==> src/inc/hspi_defines.vh <==
`ifndef HSPI_DEFINES_VH
`define HSPI_DEFINES_VH

// ****************************************
// frame layout
// ****************************************
`define HSPI_FRAME_BITS      16
`define HSPI_CMD_BITS        8
`define HSPI_IDX_W           7
`define HSPI_DATA_W          8
`define HSPI_DIR_READ        1'b1
`define HSPI_DIR_WRITE       1'b0

// ****************************************
// register indices named by the host side
// ****************************************
`define HSPI_IDX_DUMMY       7'h7F
`define HSPI_IDX_NONVOL_CFG  7'h70
`define HSPI_IDX_IF_CONF     7'h6B
`define HSPI_SPI_LOCK_BIT    0
`define HSPI_THREE_WIRE_BIT  0

// ****************************************
// reset values
// ****************************************
`define HSPI_RST_THREE_WIRE  1'b0
`define HSPI_RST_SPI_MODE    1'b0

// ****************************************
// timing
// ****************************************
`define HSPI_CLK_PERIOD_PS   25000
`define HSPI_WR_IDLE_US      450
`define HSPI_WR_IDLE_CYC     ((`HSPI_WR_IDLE_US * 1000000 + `HSPI_CLK_PERIOD_PS - 1) / `HSPI_CLK_PERIOD_PS)

`endif

==> src/logic/hspi_sync2.v <==
`timescale 1ns/100ps

// ****************************************
// two-stage synchroniser, one per bit
// ****************************************
module hspi_sync2 #(
    parameter W = 3,
    parameter [W-1:0] INIT = {W{1'b0}}
) (
    // clock and reset
    input  wire         core_clk_i,
    input  wire         reset_n_i,
    // data
    input  wire [W-1:0] async_i,
    output wire [W-1:0] sync_o
);
    genvar g;
    generate
        for (g = 0; g < W; g = g + 1) begin : g_bit
            reg meta_q;
            reg sync_q;
            always @(posedge core_clk_i or negedge reset_n_i) begin
                if (!reset_n_i) begin
                    meta_q <= INIT[g];
                    sync_q <= INIT[g];
                end else begin
                    meta_q <= async_i[g];
                    sync_q <= meta_q;
                end
            end
            assign sync_o[g] = sync_q;
        end
    endgenerate
endmodule // hspi_sync2

==> src/logic/hspi_slave.v <==
`timescale 1ns/100ps
`include "hspi_defines.vh"

// Overview of operation
// - start in two-wire mode while select stays high
// - select rising edge latches SPI until reset
// - nonvolatile lock bit forces SPI permanently
// - clock mode from clock level at select fall
// - 4-wire default, three-wire bit selects 3-wire
// - 3-wire uses input pin bidirectionally, same frame
// - 16-bit frames, multi-byte within one select
// - master owns select and serial clock
// - drive on falling, sample on rising edge
// - output pin released during whole write
// - first bit direction, then 7-bit index
// - bits 8-15 carry write or read data
// - burst read auto-increments index per byte
module hspi_slave (
    // clock and reset
    input  wire       core_clk_i,
    input  wire       reset_n_i,
    // spi pins
    input  wire       chip_select_low_n_i,
    input  wire       shared_clock_pin_i,
    input  wire       serial_in_line_i,
    output wire       serial_in_line_o,
    output wire       serial_in_line_oe_n_o,
    output wire       serial_out_line_o,
    output wire       serial_out_line_oe_n_o,
    // configuration
    input  wire       spi_lock_i,
    input  wire       three_wire_select_i,
    // status
    output wire       spi_mode_o,
    output wire       clock_mode_11_o,
    output wire       busy_o,
    // register side
    output reg  [6:0] reg_idx_o,
    output reg        reg_rd_o,
    input  wire [7:0] reg_rdata_i,
    output reg        reg_wr_o,
    output reg  [7:0] reg_wdata_o
);
    // ****************************************
    // pin synchronisers
    // ****************************************
    wire [2:0] pins_s;
    hspi_sync2 #(
        .W    (3),
        .INIT (3'b011)
    ) u_sync (
        .core_clk_i (core_clk_i),
        .reset_n_i  (reset_n_i),
        .async_i    ({serial_in_line_i, shared_clock_pin_i, chip_select_low_n_i}),
        .sync_o     (pins_s)
    );
    wire cs_n_s = pins_s[0];
    wire sck_s  = pins_s[1];
    wire din_s  = pins_s[2];

    reg cs_n_q;
    reg sck_q;
    always @(posedge core_clk_i or negedge reset_n_i) begin
        if (!reset_n_i) begin
            cs_n_q <= 1'b1;
            sck_q  <= 1'b1;
        end else begin
            cs_n_q <= cs_n_s;
            sck_q  <= sck_s;
        end
    end
    wire cs_fall  = cs_n_q & ~cs_n_s;
    wire cs_rise  = ~cs_n_q & cs_n_s;
    wire active   = ~cs_n_s & ~cs_n_q;
    wire sck_rise = active & ~sck_q & sck_s;
    wire sck_fall = active & sck_q & ~sck_s;

    // ****************************************
    // protocol selection
    // ****************************************
    reg spi_seen_q;
    always @(posedge core_clk_i or negedge reset_n_i) begin
        if (!reset_n_i) begin
            spi_seen_q <= `HSPI_RST_SPI_MODE;
        end else if (cs_rise) begin
            spi_seen_q <= 1'b1;
        end
    end
    // lock bit bypasses the toggle requirement after every reset
    wire spi_mode = spi_seen_q | spi_lock_i;
    assign spi_mode_o = spi_mode;

    // ****************************************
    // clock mode and wire count
    // ****************************************
    reg mode11_q;
    reg three_w_q;
    always @(posedge core_clk_i or negedge reset_n_i) begin
        if (!reset_n_i) begin
            mode11_q  <= 1'b0;
            three_w_q <= `HSPI_RST_THREE_WIRE;
        end else begin
            if (cs_fall) begin
                mode11_q <= sck_s;
            end
            // only change wire count between frames so a frame never
            // switches pins halfway
            if (cs_n_s) begin
                three_w_q <= three_wire_select_i;
            end
        end
    end
    assign clock_mode_11_o = mode11_q;

    // ****************************************
    // frame engine
    // ****************************************
    localparam ST_IDLE = 3'b001;
    localparam ST_CMD  = 3'b010;
    localparam ST_DATA = 3'b100;

    reg [2:0] state_q;
    reg [3:0] bit_cnt_q;
    reg [7:0] shift_q;
    reg       dir_rd_q;
    reg [7:0] tx_q;
    reg       dout_q;
    reg       drive_q;
    reg       fetch_q;

    assign busy_o = ~state_q[0];

    // in mode 00 the first bit must be ready before any clock edge
    wire early_load = (state_q == ST_DATA) & dir_rd_q & (bit_cnt_q == 4'h0);

    always @(posedge core_clk_i or negedge reset_n_i) begin
        if (!reset_n_i) begin
            state_q     <= ST_IDLE;
            bit_cnt_q   <= 4'h0;
            shift_q     <= 8'h00;
            dir_rd_q    <= 1'b0;
            tx_q        <= 8'h00;
            dout_q      <= 1'b0;
            drive_q     <= 1'b0;
            fetch_q     <= 1'b0;
            reg_idx_o   <= 7'h00;
            reg_rd_o    <= 1'b0;
            reg_wr_o    <= 1'b0;
            reg_wdata_o <= 8'h00;
        end else begin
            reg_rd_o <= 1'b0;
            reg_wr_o <= 1'b0;
            fetch_q  <= reg_rd_o;
            // write index moves on only after its strobe, so the strobe
            // always carries the index the data belongs to
            if (reg_wr_o) begin
                reg_idx_o <= reg_idx_o + 7'h01;
            end
            if (fetch_q) begin
                tx_q <= reg_rdata_i;
            end
            if (!spi_mode || cs_n_s) begin
                state_q   <= ST_IDLE;
                drive_q   <= 1'b0;
                bit_cnt_q <= 4'h0;
            end else begin
                case (state_q)
                    ST_IDLE: begin
                        if (cs_fall) begin
                            state_q   <= ST_CMD;
                            bit_cnt_q <= 4'h0;
                            dir_rd_q  <= 1'b0;
                        end
                    end
                    ST_CMD: begin
                        if (sck_rise) begin
                            shift_q   <= {shift_q[6:0], din_s};
                            bit_cnt_q <= bit_cnt_q + 4'h1;
                            if (bit_cnt_q == 4'h7) begin
                                // first bit is direction, then index
                                dir_rd_q  <= shift_q[6];
                                reg_idx_o <= {shift_q[5:0], din_s};
                                reg_rd_o  <= shift_q[6];
                                state_q   <= ST_DATA;
                                bit_cnt_q <= 4'h0;
                            end
                        end
                    end
                    ST_DATA: begin
                        if (early_load && fetch_q) begin
                            dout_q  <= reg_rdata_i[7];
                            drive_q <= 1'b1;
                        end
                        if (sck_fall && dir_rd_q && bit_cnt_q != 4'h0) begin
                            dout_q <= tx_q[3'h7 - bit_cnt_q[2:0]];
                        end
                        if (sck_rise) begin
                            shift_q   <= {shift_q[6:0], din_s};
                            bit_cnt_q <= bit_cnt_q + 4'h1;
                            if (bit_cnt_q == 4'h7) begin
                                bit_cnt_q <= 4'h0;
                                if (dir_rd_q) begin
                                    reg_idx_o <= reg_idx_o + 7'h01;
                                    reg_rd_o  <= 1'b1;
                                end else begin
                                    reg_wdata_o <= {shift_q[6:0], din_s};
                                    reg_wr_o    <= 1'b1;
                                end
                            end
                        end
                        if (sck_fall && bit_cnt_q == 4'h0 && !dir_rd_q) begin
                            drive_q <= 1'b0;
                        end
                    end
                    default: begin
                        state_q <= ST_IDLE;
                    end
                endcase
            end
        end
    end

    // ****************************************
    // pin drive
    // ****************************************
    // read data stays on the line through the last bit; the host
    // samples on its rising edge before select rises
    wire rd_drive = drive_q & dir_rd_q & (state_q == ST_DATA);
    assign serial_out_line_o      = dout_q;
    assign serial_out_line_oe_n_o = ~(rd_drive & ~three_w_q);
    assign serial_in_line_o       = dout_q;
    assign serial_in_line_oe_n_o  = ~(rd_drive & three_w_q);
endmodule // hspi_slave

==> config.mk <==
export PLATFORM = sky130hd
export DESIGN_NAME = hspi_slave
export DESIGN_NICKNAME = d
export VERILOG_FILES = /design/src/logic/hspi_sync2.v /design/src/logic/hspi_slave.v
export VERILOG_INCLUDE_DIRS = /design/src /design/src/inc
export SDC_FILE = /design/constraint.sdc
export NUM_CORES = 1
export LEC_CHECK = 0
export BUFFER_PORTS_ARGS = -buffer_cell sky130_fd_sc_hd__buf_2
export CORE_UTILIZATION = 40
export CTS_CLUSTER_SIZE = 30
export DETAILED_ROUTE_END_ITERATION = 16
export GPL_TIMING_DRIVEN = 0
export SLEW_MARGIN = 20
export SYNTH_ARGS = -nofsm -noshare
export SYNTH_HDL_FRONTEND = slang
export SYNTH_SLANG_ARGS = --single-unit
==> constraint.sdc <==
create_clock -name core_clk_i -period 2.65 [get_ports core_clk_i]
set_input_delay 0.265 -clock core_clk_i [delete_from_list [all_inputs] [get_ports core_clk_i]]
set_output_delay 0.265 -clock core_clk_i [all_outputs]
set_load 0.05 [all_outputs]
# After elaboration in Yosys (flattened, before gate mapping)
# Cells that the tools add are included.
[totals]
register_bits = 54
input_bits = 15
output_inout_bits = 24
word_cells = 128
[op_classes]
n_addsub = 3
magnitude_cmp = 1
n_eq_ne = 12
mux = 42
bitwise_logic = 24
reduce_logical = 23
[ops]
columns = ["cell", "count"]
rows = [
  ["$mux 7", 7],
  ["$mux 1", 21],
  ["$mux 4", 4],
  ["$pmux 7 s2", 1],
  ["$and 1x1->1", 13],
  ["$mux 3", 4],
  ["$not 1->1", 10],
  ["$reduce_and 5->1", 2],
  ["$ne 3x3->1 const B", 3],
  ["$pmux 3 s3", 1],
  ["$reduce_and 3->1", 3],
  ["$ne 2x2->1 const B", 4],
  ["$pmux 4 s2", 1],
  ["$add 7x1->7 const B", 1],
  ["$reduce_bool 2->1", 3],
  ["$reduce_bool 3->1", 2],
  ["$logic_and 1x1->1", 5],
  ["$add 4x1->4 const B", 1],
  ["$eq 4x3->1 const B", 1],
  ["$logic_not 4->1", 1],
  ["$lt 3x4->1 const B", 1],
  ["$pmux 1 s2", 2],
  ["$reduce_and 4->1", 1],
  ["$reduce_bool 4->1", 1],
  ["11 further kinds", 12],
]

# Logic depth before layout (Yosys ltp)
# Gate-level depths: netlist (run 1).
[depth]
ltp_word = 9
mapped_depth = 7

# Modules after synthesis
# Synthesis (run 1) repeated with hierarchy kept, for this count alone.
[unflattened]
cells_unflattened = 221
hier_area_um2 = 2610.0
[modules_own_cells]
columns = ["mod", "instances", "cells_each", "area_per_inst_um2", "seq_area_each_um2"]
rows = [
  ["hspi_slave", 1, 212, 2432.3, 1204.9],
  ["hspi_sync2", 1, 9, 177.7, 155.1],
]

# Least setup slack after synthesis (run 1)
# Ideal clock, no wire load.
[synth_timing]
path_kind = "flip-flop to flip-flop"
from = "reg u_sync.g_bit[0].sync_q"
to = "reg shift_q[0]"
setup_time_ns = 0.125
arrival_ns = 1.862
required_time_ns = 2.525
path_slack_ns = 0.664
stages_incl_launch_ff = 5
path_buffers = 1
path_cell_list = "dfstp_2 buf_6 or4b_4 nor4_4 mux2_2"
[synth_between]
elab_chain_len = 5
[synth_lines]
columns = ["item", "line", "rtl"]
rows = [
  ["from (decl)", "hspi_sync2.v:21", "reg sync_q;"],
  ["from (signal assigned)", "hspi_sync2.v:25", "sync_q <= INIT[g];"],
  ["from (signal assigned)", "hspi_sync2.v:28", "sync_q <= meta_q;"],
  ["$not 1->1", "hspi_slave.v:74", "wire active = ~cs_n_s & ~cs_n_q;"],
  ["$and 1x1->1", "hspi_slave.v:74", ""],
  ["$and 1x1->1 (2 in a row)", "hspi_slave.v:75", "wire sck_rise = active & ~sck_q & sck_s;"],
  ["$reduce_and 3->1 (no source line) *", "-", ""],
  ["to (signal assigned)", "hspi_slave.v:177", "shift_q <= {shift_q[6:0], din_s};"],
  ["to (signal assigned)", "hspi_slave.v:198", "shift_q <= {shift_q[6:0], din_s};"],
  ["to (decl)", "hspi_slave.v:124", "reg [7:0] shift_q;"],
]
# Every way passes the cells marked *; elsewhere a longest branch is shown, timed or not.
# A chain may end at the register's enable or synchronous reset.

# Worst setup path after layout (run 1)
[layout_timing]
from = "reg u_sync.g_bit[0].sync_q"
to = "reg shift_q[4]"
# Same word-level chain as after synthesis.

==> results of run 1 <==
[registers in the layout, indices dropped and copies added, names as in the netlist]
| register | flops |
|---|---|
| cs_n_q | 1 |
| reg_wdata_o | 8 |
| reg_wr_o | 1 |
| shift_q | 7 |
| state_q | 3 |
| drive_q | 1 |
| sck_q | 1 |
| serial_in_line_o | 1 |
| u_sync.g_bit.meta_q | 3 |
| three_w_q | 1 |
| spi_seen_q | 1 |
| fetch_q | 1 |
| dir_rd_q | 1 |
| reg_idx_o | 7 |
| u_sync.g_bit.sync_q | 3 |
| tx_q | 8 |
| bit_cnt_q | 4 |
| clock_mode_11_o | 1 |
| reg_rd_o | 1 |
[path summary, 6_finish.rpt]
check | from | to | slack, ps | cells after the start
worst min-delay path | reset_n_i | clock_mode_11_o$_DFFE_PN0P_ | -20 | 1
worst max-delay path | u_sync.g_bit[0].sync_q$_DFF_PN1_ | shift_q[4]$_DFFE_PN0P_ | 460 | 4
worst min register to register | u_sync.g_bit[2].meta_q$_DFF_PN0_ | u_sync.g_bit[2].sync_q$_DFF_PN0_ | 350 | 0
min in group core_clk_i | chip_select_low_n_i | u_sync.g_bit[0].meta_q$_DFF_PN1_ | 50 | 1
worst max register to register | u_sync.g_bit[0].sync_q$_DFF_PN1_ | shift_q[4]$_DFFE_PN0P_ | 460 | 4
max in group asynchronous | reset_n_i | reg_idx_o[0]$_DFF_PN0_ | 2210 | 1
[layout make-up]
class,instances,share of cell area (%)
multi-input combinational,152,38.8
tap,75,3.14
inverter,4,0.503
clock inverter,3,1.34
timing repair buffer,38,6.45
buffer,11,1.97
sequential,54,45.5
clock buffer,5,2.30
[cell families (layout without fill, tap and decap cells)]
| group | count (synthesis) | count (layout) | share of synthesized area [%] |
|---|---|---|---|
| multiplexers | 31 | 31 | 14.2 |
| XOR/XNOR | 8 | 8 | 2.71 |
| adder cells (fa/ha/maj) | 3 | 3 | 1.45 |
| buffers and inverters | 15 | 61 | 2.85 |
| AND/OR/NAND/NOR | 71 | 71 | 16.5 |
| flip-flops | 54 | 54 | 52.6 |
| AO/OA/AOI/OAI | 39 | 39 | 9.68 |
[worst max-delay path: stages, from the launching register on]
cell and delay, ps:
dfstp_2 380, buf_6 130, or4b_4 580, nor4_4 590, mux2_2 400
[per-stage QoR]
stage / util, % / instances / worst slack (ps) / hold slack (ps) / area, sq um
2_1_floorplan: - / 221 / 664 / -30.6 / 2590
6_report: 49.3 / 342 / 462 / -17.8 / 2990
4_1_cts: 49.2 / 342 / 365 / 7.60 / 2980
3_3_place_gp: 47.4 / 334 / 406 / 334 / 2870
5_1_grt: 49.3 / 342 / 357 / 34.1 / 2990
3_5_place_dp: 47.4 / 334 / 383 / 336 / 2870
[layout by cell type, fill, tap and decap left out, types with 2 or more instances in the layout]
cell type  synthesis  final
xnor2_1            3      3
nand3_1            5      5
a31oi_1            3      3
or3_1              2      2
and3_1             4      4
nor2b_1            4      4
a22oi_1            2      2
clkbuf_8           0      5
a21oi_1            7      7
mux2i_1            3      3
inv_1              4      4
xor2_1             5      5
mux2_2            26     26
mux4_2             2      2
dfstp_2            7      7
nor2_1             7      7
ha_1               3      3
clkinv_2           0      2
nand3b_1           7      7
buf_2              5     42
o22ai_1            3      3
o221ai_1           2      2
nand2_1           20     20
clkbuf_1           4      4
o211ai_1           2      2
nor4b_1            2      2
and2_1             2      2
buf_4              1      2
nor3b_1            3      2
o21ai_0           11     11
dfrtp_1           47     47
o31ai_1            2      2
nor3_1             6      6
[layer usage]
metal / track usage [%] / part of all wire, % / vias up
met5: 0 / 0 / -
met4: 5.79 / 1.2 / 0
met3: 3.74 / 5.4 / 5
met2: 27.6 / 45 / 49
met1: 22.6 / 48 / 911
li1: - / - / 885
[power groups by stage]
stage                     registers (mW)  clock network [mW]  logic, mW
after global routing               0.879               0.590      0.143
after global placement             0.890                   0      0.131
final                              0.874               0.541      0.130
after floorplan                    0.913                   0     0.0581
after CTS                          0.874               0.568      0.132
after detailed placement           0.890                   0      0.132
==> results.py, run 1 <==
metrics = {
    "outcome": {
        "outcome": "complete, but fails checks",
        "violations": "negative hold slack",
    },
    "timing": {
        "finalClockSkew_ps": 5.09,
        "max_freq_mhz": 457,
        "slew_headroom_pct": 54.0,
        "hold_viol_final": 20,
        "fin_crit_ps": 2190,
        "setup_viol_count_final": 0,
        "drv_slew": 0,
        "period_share_pct": 82.6,
        "worst_pin_slew_ps": 685,
        "hold_ws_ps": -17.8,
        "finalSetupTns_ps": 0,
        "rsz0062_at_grt": "false",
    },
    "synthesis": {
        "synthFlopType": "dfrtp_1",
        "synthTopCellsByArea": "dfrtp_1 (45%), mux2_2 (11%), dfstp_2 (7.1%)",
        "netlist_instances": 221,
        "ys_async_sr_fraction_pct": 100,
        "yosys.area.top_type_share_pct": 45.5,
        "synth.most_common_cell": "dfrtp_1",
        "synth_seq_cells": 54,
        "synth_largest_area_cell": "dfrtp_1",
        "seq_area_frac_synth_pct": 52.6,
        "synth_edf_count": 0,
        "synth_common_cells": "dfrtp_1 (47), mux2_2 (26), nand2_1 (20)",
        "syn_area_sq_um": 2590,
        "syn_nets": 239,
        "synth.distinct_cells": 48,
        "ys_warn_count": 0,
        "syn_avg_cell_area_sq_um": 11.7,
    },
    "clock_tree": {
        "cts_hold_buffers": 0,
        "tritoncts": "yes",
        "cts_buffers": 5,
        "insertion_delay_ps": 310,
        "cts_setup_buffers": 0,
        "clockBufferDepth": 2,
        "cts-resized-gates": 0,
        "root_buffer": "clkbuf_8",
        "cts_sinks": 54,
        "clk_pin_slew_ps": 90,
        "htreeDepth": 2,
    },
    "hold_path": {
        "hold_class": "in2async",
    },
    "power": {
        "seq_power_share_pct": 56.6,
        "clockPowerShare_pct": 35.0,
        "power_mw": 1.54,
        "switching_share_pct": 23.9,
        "power_leakage_nw": 1.35,
        "p_per_area_nw_per_um2": 517,
        "p_sw_mw": 0.369,
        "ir_worst_vdd_mv": 0.326,
        "p_int_mw": 1.18,
        "power_frac_comb_pct": 8.4,
    },
    "detailed_routing": {
        "wl_um": 5030,
        "dr.pass1.iters": 4,
        "ant_nets": 0,
        "vias": 1850,
        "drc": 0,
        "via_per_inst": 5.41,
        "wl_per_cell_um": 14.7,
        "first_iter_violations": 97,
    },
    "setup_path": {
        "path_class": "reg2reg",
        "critPathArrivalTime_ps": 2390,
        "crit_path_max_fanout": 10,
        "worstPathRequired_ps": 2850,
        "crit_path_start_kind": "flip-flop",
        "crit_path_end_kind": "flip-flop",
    },
    "cells_and_area": {
        "multi_input_area_sq_um": 1160,
        "nets": 284,
        "fill_cells": 580,
        "area_growth_pct": 15.5,
        "drive_gt1_share_pct": 36.3,
        "diodes": 0,
        "regArea_sq_um": 1360,
    },
    "floorplanning": {
        "die_y_um": 82.4,
        "fp-row-count": 28,
        "die-area_sq_um": 6790,
        "initial_core_util_pct": 42.7,
        "fp.dieW_um": 82.4,
        "fp.coreArea_sq_um": 6060,
        "pin_count": 39,
    },
    "global_route": {
        "grt_pass1_wl_um": 8560,
        "grt_usage_pct": 17.0,
        "grt_pass1_vias": 1811,
        "grt.overflow.total": 0,
        "grt_start_max_net_pins": 55,
        "antenna_found_initial": 0,
    },
    "place": {
        "hpwl_um": 3520,
        "io_buffers": 38,
        "place_congestion": 0.787,
    },
    "run": {
        "drv_cap": 0,
    },
}
No activity file was read; power rests on OpenSTA's default activity.
==> run 2: changes to the inputs <==
ABC_AREA = 1   (was unset)
clock period = 2 ns   (was 2.65 ns; I/O delays follow)
==> results.py, run 2 <==
metrics = {
    "timing": {
        "hold_ws_ps": 88.8,
        "drv_slew": 0,
        "hold_viol_final": 0,
        "rsz0062_at_grt": "false",
        "finalClockSkew_ps": 8.57,
        "finalSetupTns_ps": 0,
        "slew_headroom_pct": 54.3,
        "fin_crit_ps": 1780,
        "setup_viol_count_final": 0,
        "worst_pin_slew_ps": 685,
        "max_freq_mhz": 560,
        "setup_ws_ps": 216,
        "period_share_pct": 89.2,
    },
    "cells_and_area": {
        "fill_cells": 611,
        "drive_gt1_share_pct": 23.6,
        "final_cell_mix": "nand2_1 (107), dfrtp_1 (47), buf_2 (39)",
        "diodes": 0,
        "final_common_cell": "nand2_1",
        "nets": 398,
        "largestRegisters": "reg_wdata_o: 8 flops, tx_q: 8 flops",
        "area_growth_pct": 15.7,
        "stdcell_count": 458,
    },
    "detailed_routing": {
        "wl_per_cell_um": 12.8,
        "drc": 0,
        "first_iter_violations": 132,
        "wl_um": 5870,
        "dr.pass1.iters": 4,
        "vias": 2269,
        "ant_nets": 0,
        "via_per_inst": 4.95,
    },
    "synthesis": {
        "synth_seq_cells": 54,
        "ys_warn_count": 0,
        "synth.most_common_cell": "nand2_1",
        "synth_top_family_by_area": "simple AND/OR/NAND/NOR gates",
        "synthXorXnorAreaFrac_pct": 1.59,
        "synthFlopType": "dfrtp_1",
        "yosys.area.top_type_share_pct": 42.6,
        "synthTopCellsByArea": "dfrtp_1 (43%), nand2_1 (15%), dfstp_2 (6.7%)",
        "synth_largest_area_cell": "dfrtp_1",
        "syn_avg_cell_area_sq_um": 8.34,
        "syn_area_sq_um": 2760,
        "netlist_instances": 331,
        "synth_compound_area_share_pct": 10.7,
        "synthAdderAreaFrac_pct": 1.36,
        "synth_common_cells": "nand2_1 (107), dfrtp_1 (47), inv_1 (36)",
        "synth-simple-area-share_pct": 27.9,
        "muxShareOfSynthArea_pct": 1.63,
        "synth.distinct_cells": 37,
        "synth_edf_count": 0,
        "seq_area_frac_synth_pct": 49.3,
        "syn_nets": 349,
        "ys_async_sr_fraction_pct": 100,
    },
    "setup_path": {
        "path_class": "reg2out",
        "r2r_slack_ps": 240,
        "crit_path_max_fanout": 5,
        "crit_path_start_kind": "flip-flop",
        "critPathArrivalTime_ps": 1580,
        "reg2reg_depth": 9,
        "worstPathRequired_ps": 1800,
        "crit_start": "state_q[1]$_DFFE_PN0P_",
        "timing.rr.end": "serial_in_line_o$_DFFE_PN0P_",
        "r2r_start": "bit_cnt_q[0]$_DFFE_PN0P_",
        "crit_path_end_kind": "output pin",
    },
    "global_route": {
        "grtUsageMet3_pct": 2.63,
        "antenna_found_initial": 0,
        "grt_start_max_net_pins": 55,
        "grt_pass1_wl_um": 10300,
        "busiest_layer": "met2",
        "grt_usage_pct": 18.1,
        "grt.met2_usage_pct": 29.2,
        "grt_pass1_vias": 2189,
        "grt.overflow.total": 0,
        "use_met1_pct": 25.1,
    },
    "place": {
        "place_congestion": 0.789,
        "dp_slack_ps": 284,
        "io_buffers": 38,
        "hpwl_um": 4250,
        "dp.cells": 446,
    },
    "floorplanning": {
        "die-area_sq_um": 7240,
        "die_y_um": 85.1,
        "pin_count": 39,
        "fp.coreArea_sq_um": 6490,
        "fp.dieW_um": 85.1,
        "fp-row-count": 29,
        "initial_core_util_pct": 42.5,
    },
    "clock_tree": {
        "tritoncts": "yes",
        "cts_buffers": 5,
        "clockBufferDepth": 2,
        "cts_setup_buffers": 0,
        "insertion_delay_ps": 310,
        "clk_pin_slew_ps": 100,
        "root_buffer": "clkbuf_8",
        "htreeDepth": 2,
        "cts_sinks": 54,
        "cts-resized-gates": 0,
    },
    "hold_path": {
        "holdPathEnd": "tx_q[4]$_DFFE_PN0P_",
        "worstHoldStart": "reg_rdata_i[4]",
        "min_path_cells": 3,
        "hold_class": "in2reg",
    },
    "outcome": {
        "outcome": "complete, no violations",
    },
    "power": {
        "p_per_area_nw_per_um2": 807,
        "power_leakage_nw": 1.63,
        "ir_worst_vdd_mv": 0.389,
    },
    "run": {
        "drv_cap": 0,
    },
}
run 2: cell count changes in the layout (fill, tap and decap cells not counted), moves of 7 or more:
cell     change
o21ai_0     +13
mux2_2      -22
nand2_1     +87
o21ai_2      +7
inv_1       +32
nand3_1     +22
run 2: through the flow:
stage / area [sq um] / utilization, % / power [mW]
global placement: 3050 / 46.9 / 1.88
floorplan: 2760 / - / 1.73
detailed placement: 3050 / 47.0 / 1.89
finish: 3200 / 49.2 / 2.58
CTS: 3200 / 49.2 / 2.59
global route: 3200 / 49.2 / 2.71
run 2: how the worst max path moves through the flow:
| stage | endpoint | slack, ps |
|---|---|---|
| floorplan | reg_idx_o[6]$_DFF_PN0_ | 320 |
| global placement | serial_in_line_o$_DFFE_PN0P_ | 300 |
| detailed placement | serial_in_line_o$_DFFE_PN0P_ | 280 |
| CTS | serial_out_line_oe_n_o | 210 |
| global route | serial_in_line_o$_DFFE_PN0P_ | 40 |
| finish | serial_out_line_oe_n_o | 220 |
run 2: what timing repair did:
item / CTS / global route
hold endpoints to repair: 50 / 0
hold buffers: 4 / 0
endpoints found under the setup margin: 0 / 0
run 2: area by class of cell:
class | instances | area, sq um | share of cell area [%]
sequential | 54 | 1360 | 42.6
multi-input combinational | 228 | 1190 | 37.3
timing repair buffer | 42 | 233 | 7.28
inverter | 39 | 148 | 4.62
clock buffer | 7 | 96.3 | 3.01
tap | 77 | 96.3 | 3.01
buffer | 10 | 62.6 | 1.96
clock inverter | 1 | 8.76 | 0.274
run 2: logic make-up after synthesis:
kind of cell / count (synthesis)
AND/OR/NAND/NOR: 169
multiplexers: 4
buffers and inverters: 49
XOR/XNOR: 5
adder cells (fa/ha/maj): 3
flip-flops: 54
AO/OA/AOI/OAI: 47
run 2: critical path, cell delays in order (launching register included):
cell and delay (ps):
dfrtp_1 490, nor2_4 180, nand2_4 80, nor2_2 200, nand3_1 100, buf_2 220
run 2: per-layer routing:
layer  up-vias  routed length, um
met3         8                248
met1      1048               2880
met4         0                 85
met5         -                  0
li1       1157                  -
met2        56               2660
run 2: where the power goes:
part	internal [mW]	leakage [nW]	switching, mW
Clock	0.319	0.0544	0.380
Sequential	1.17	0.691	0.0920
Combinational	0.181	0.881	0.439
Total	1.67	1.63	0.911
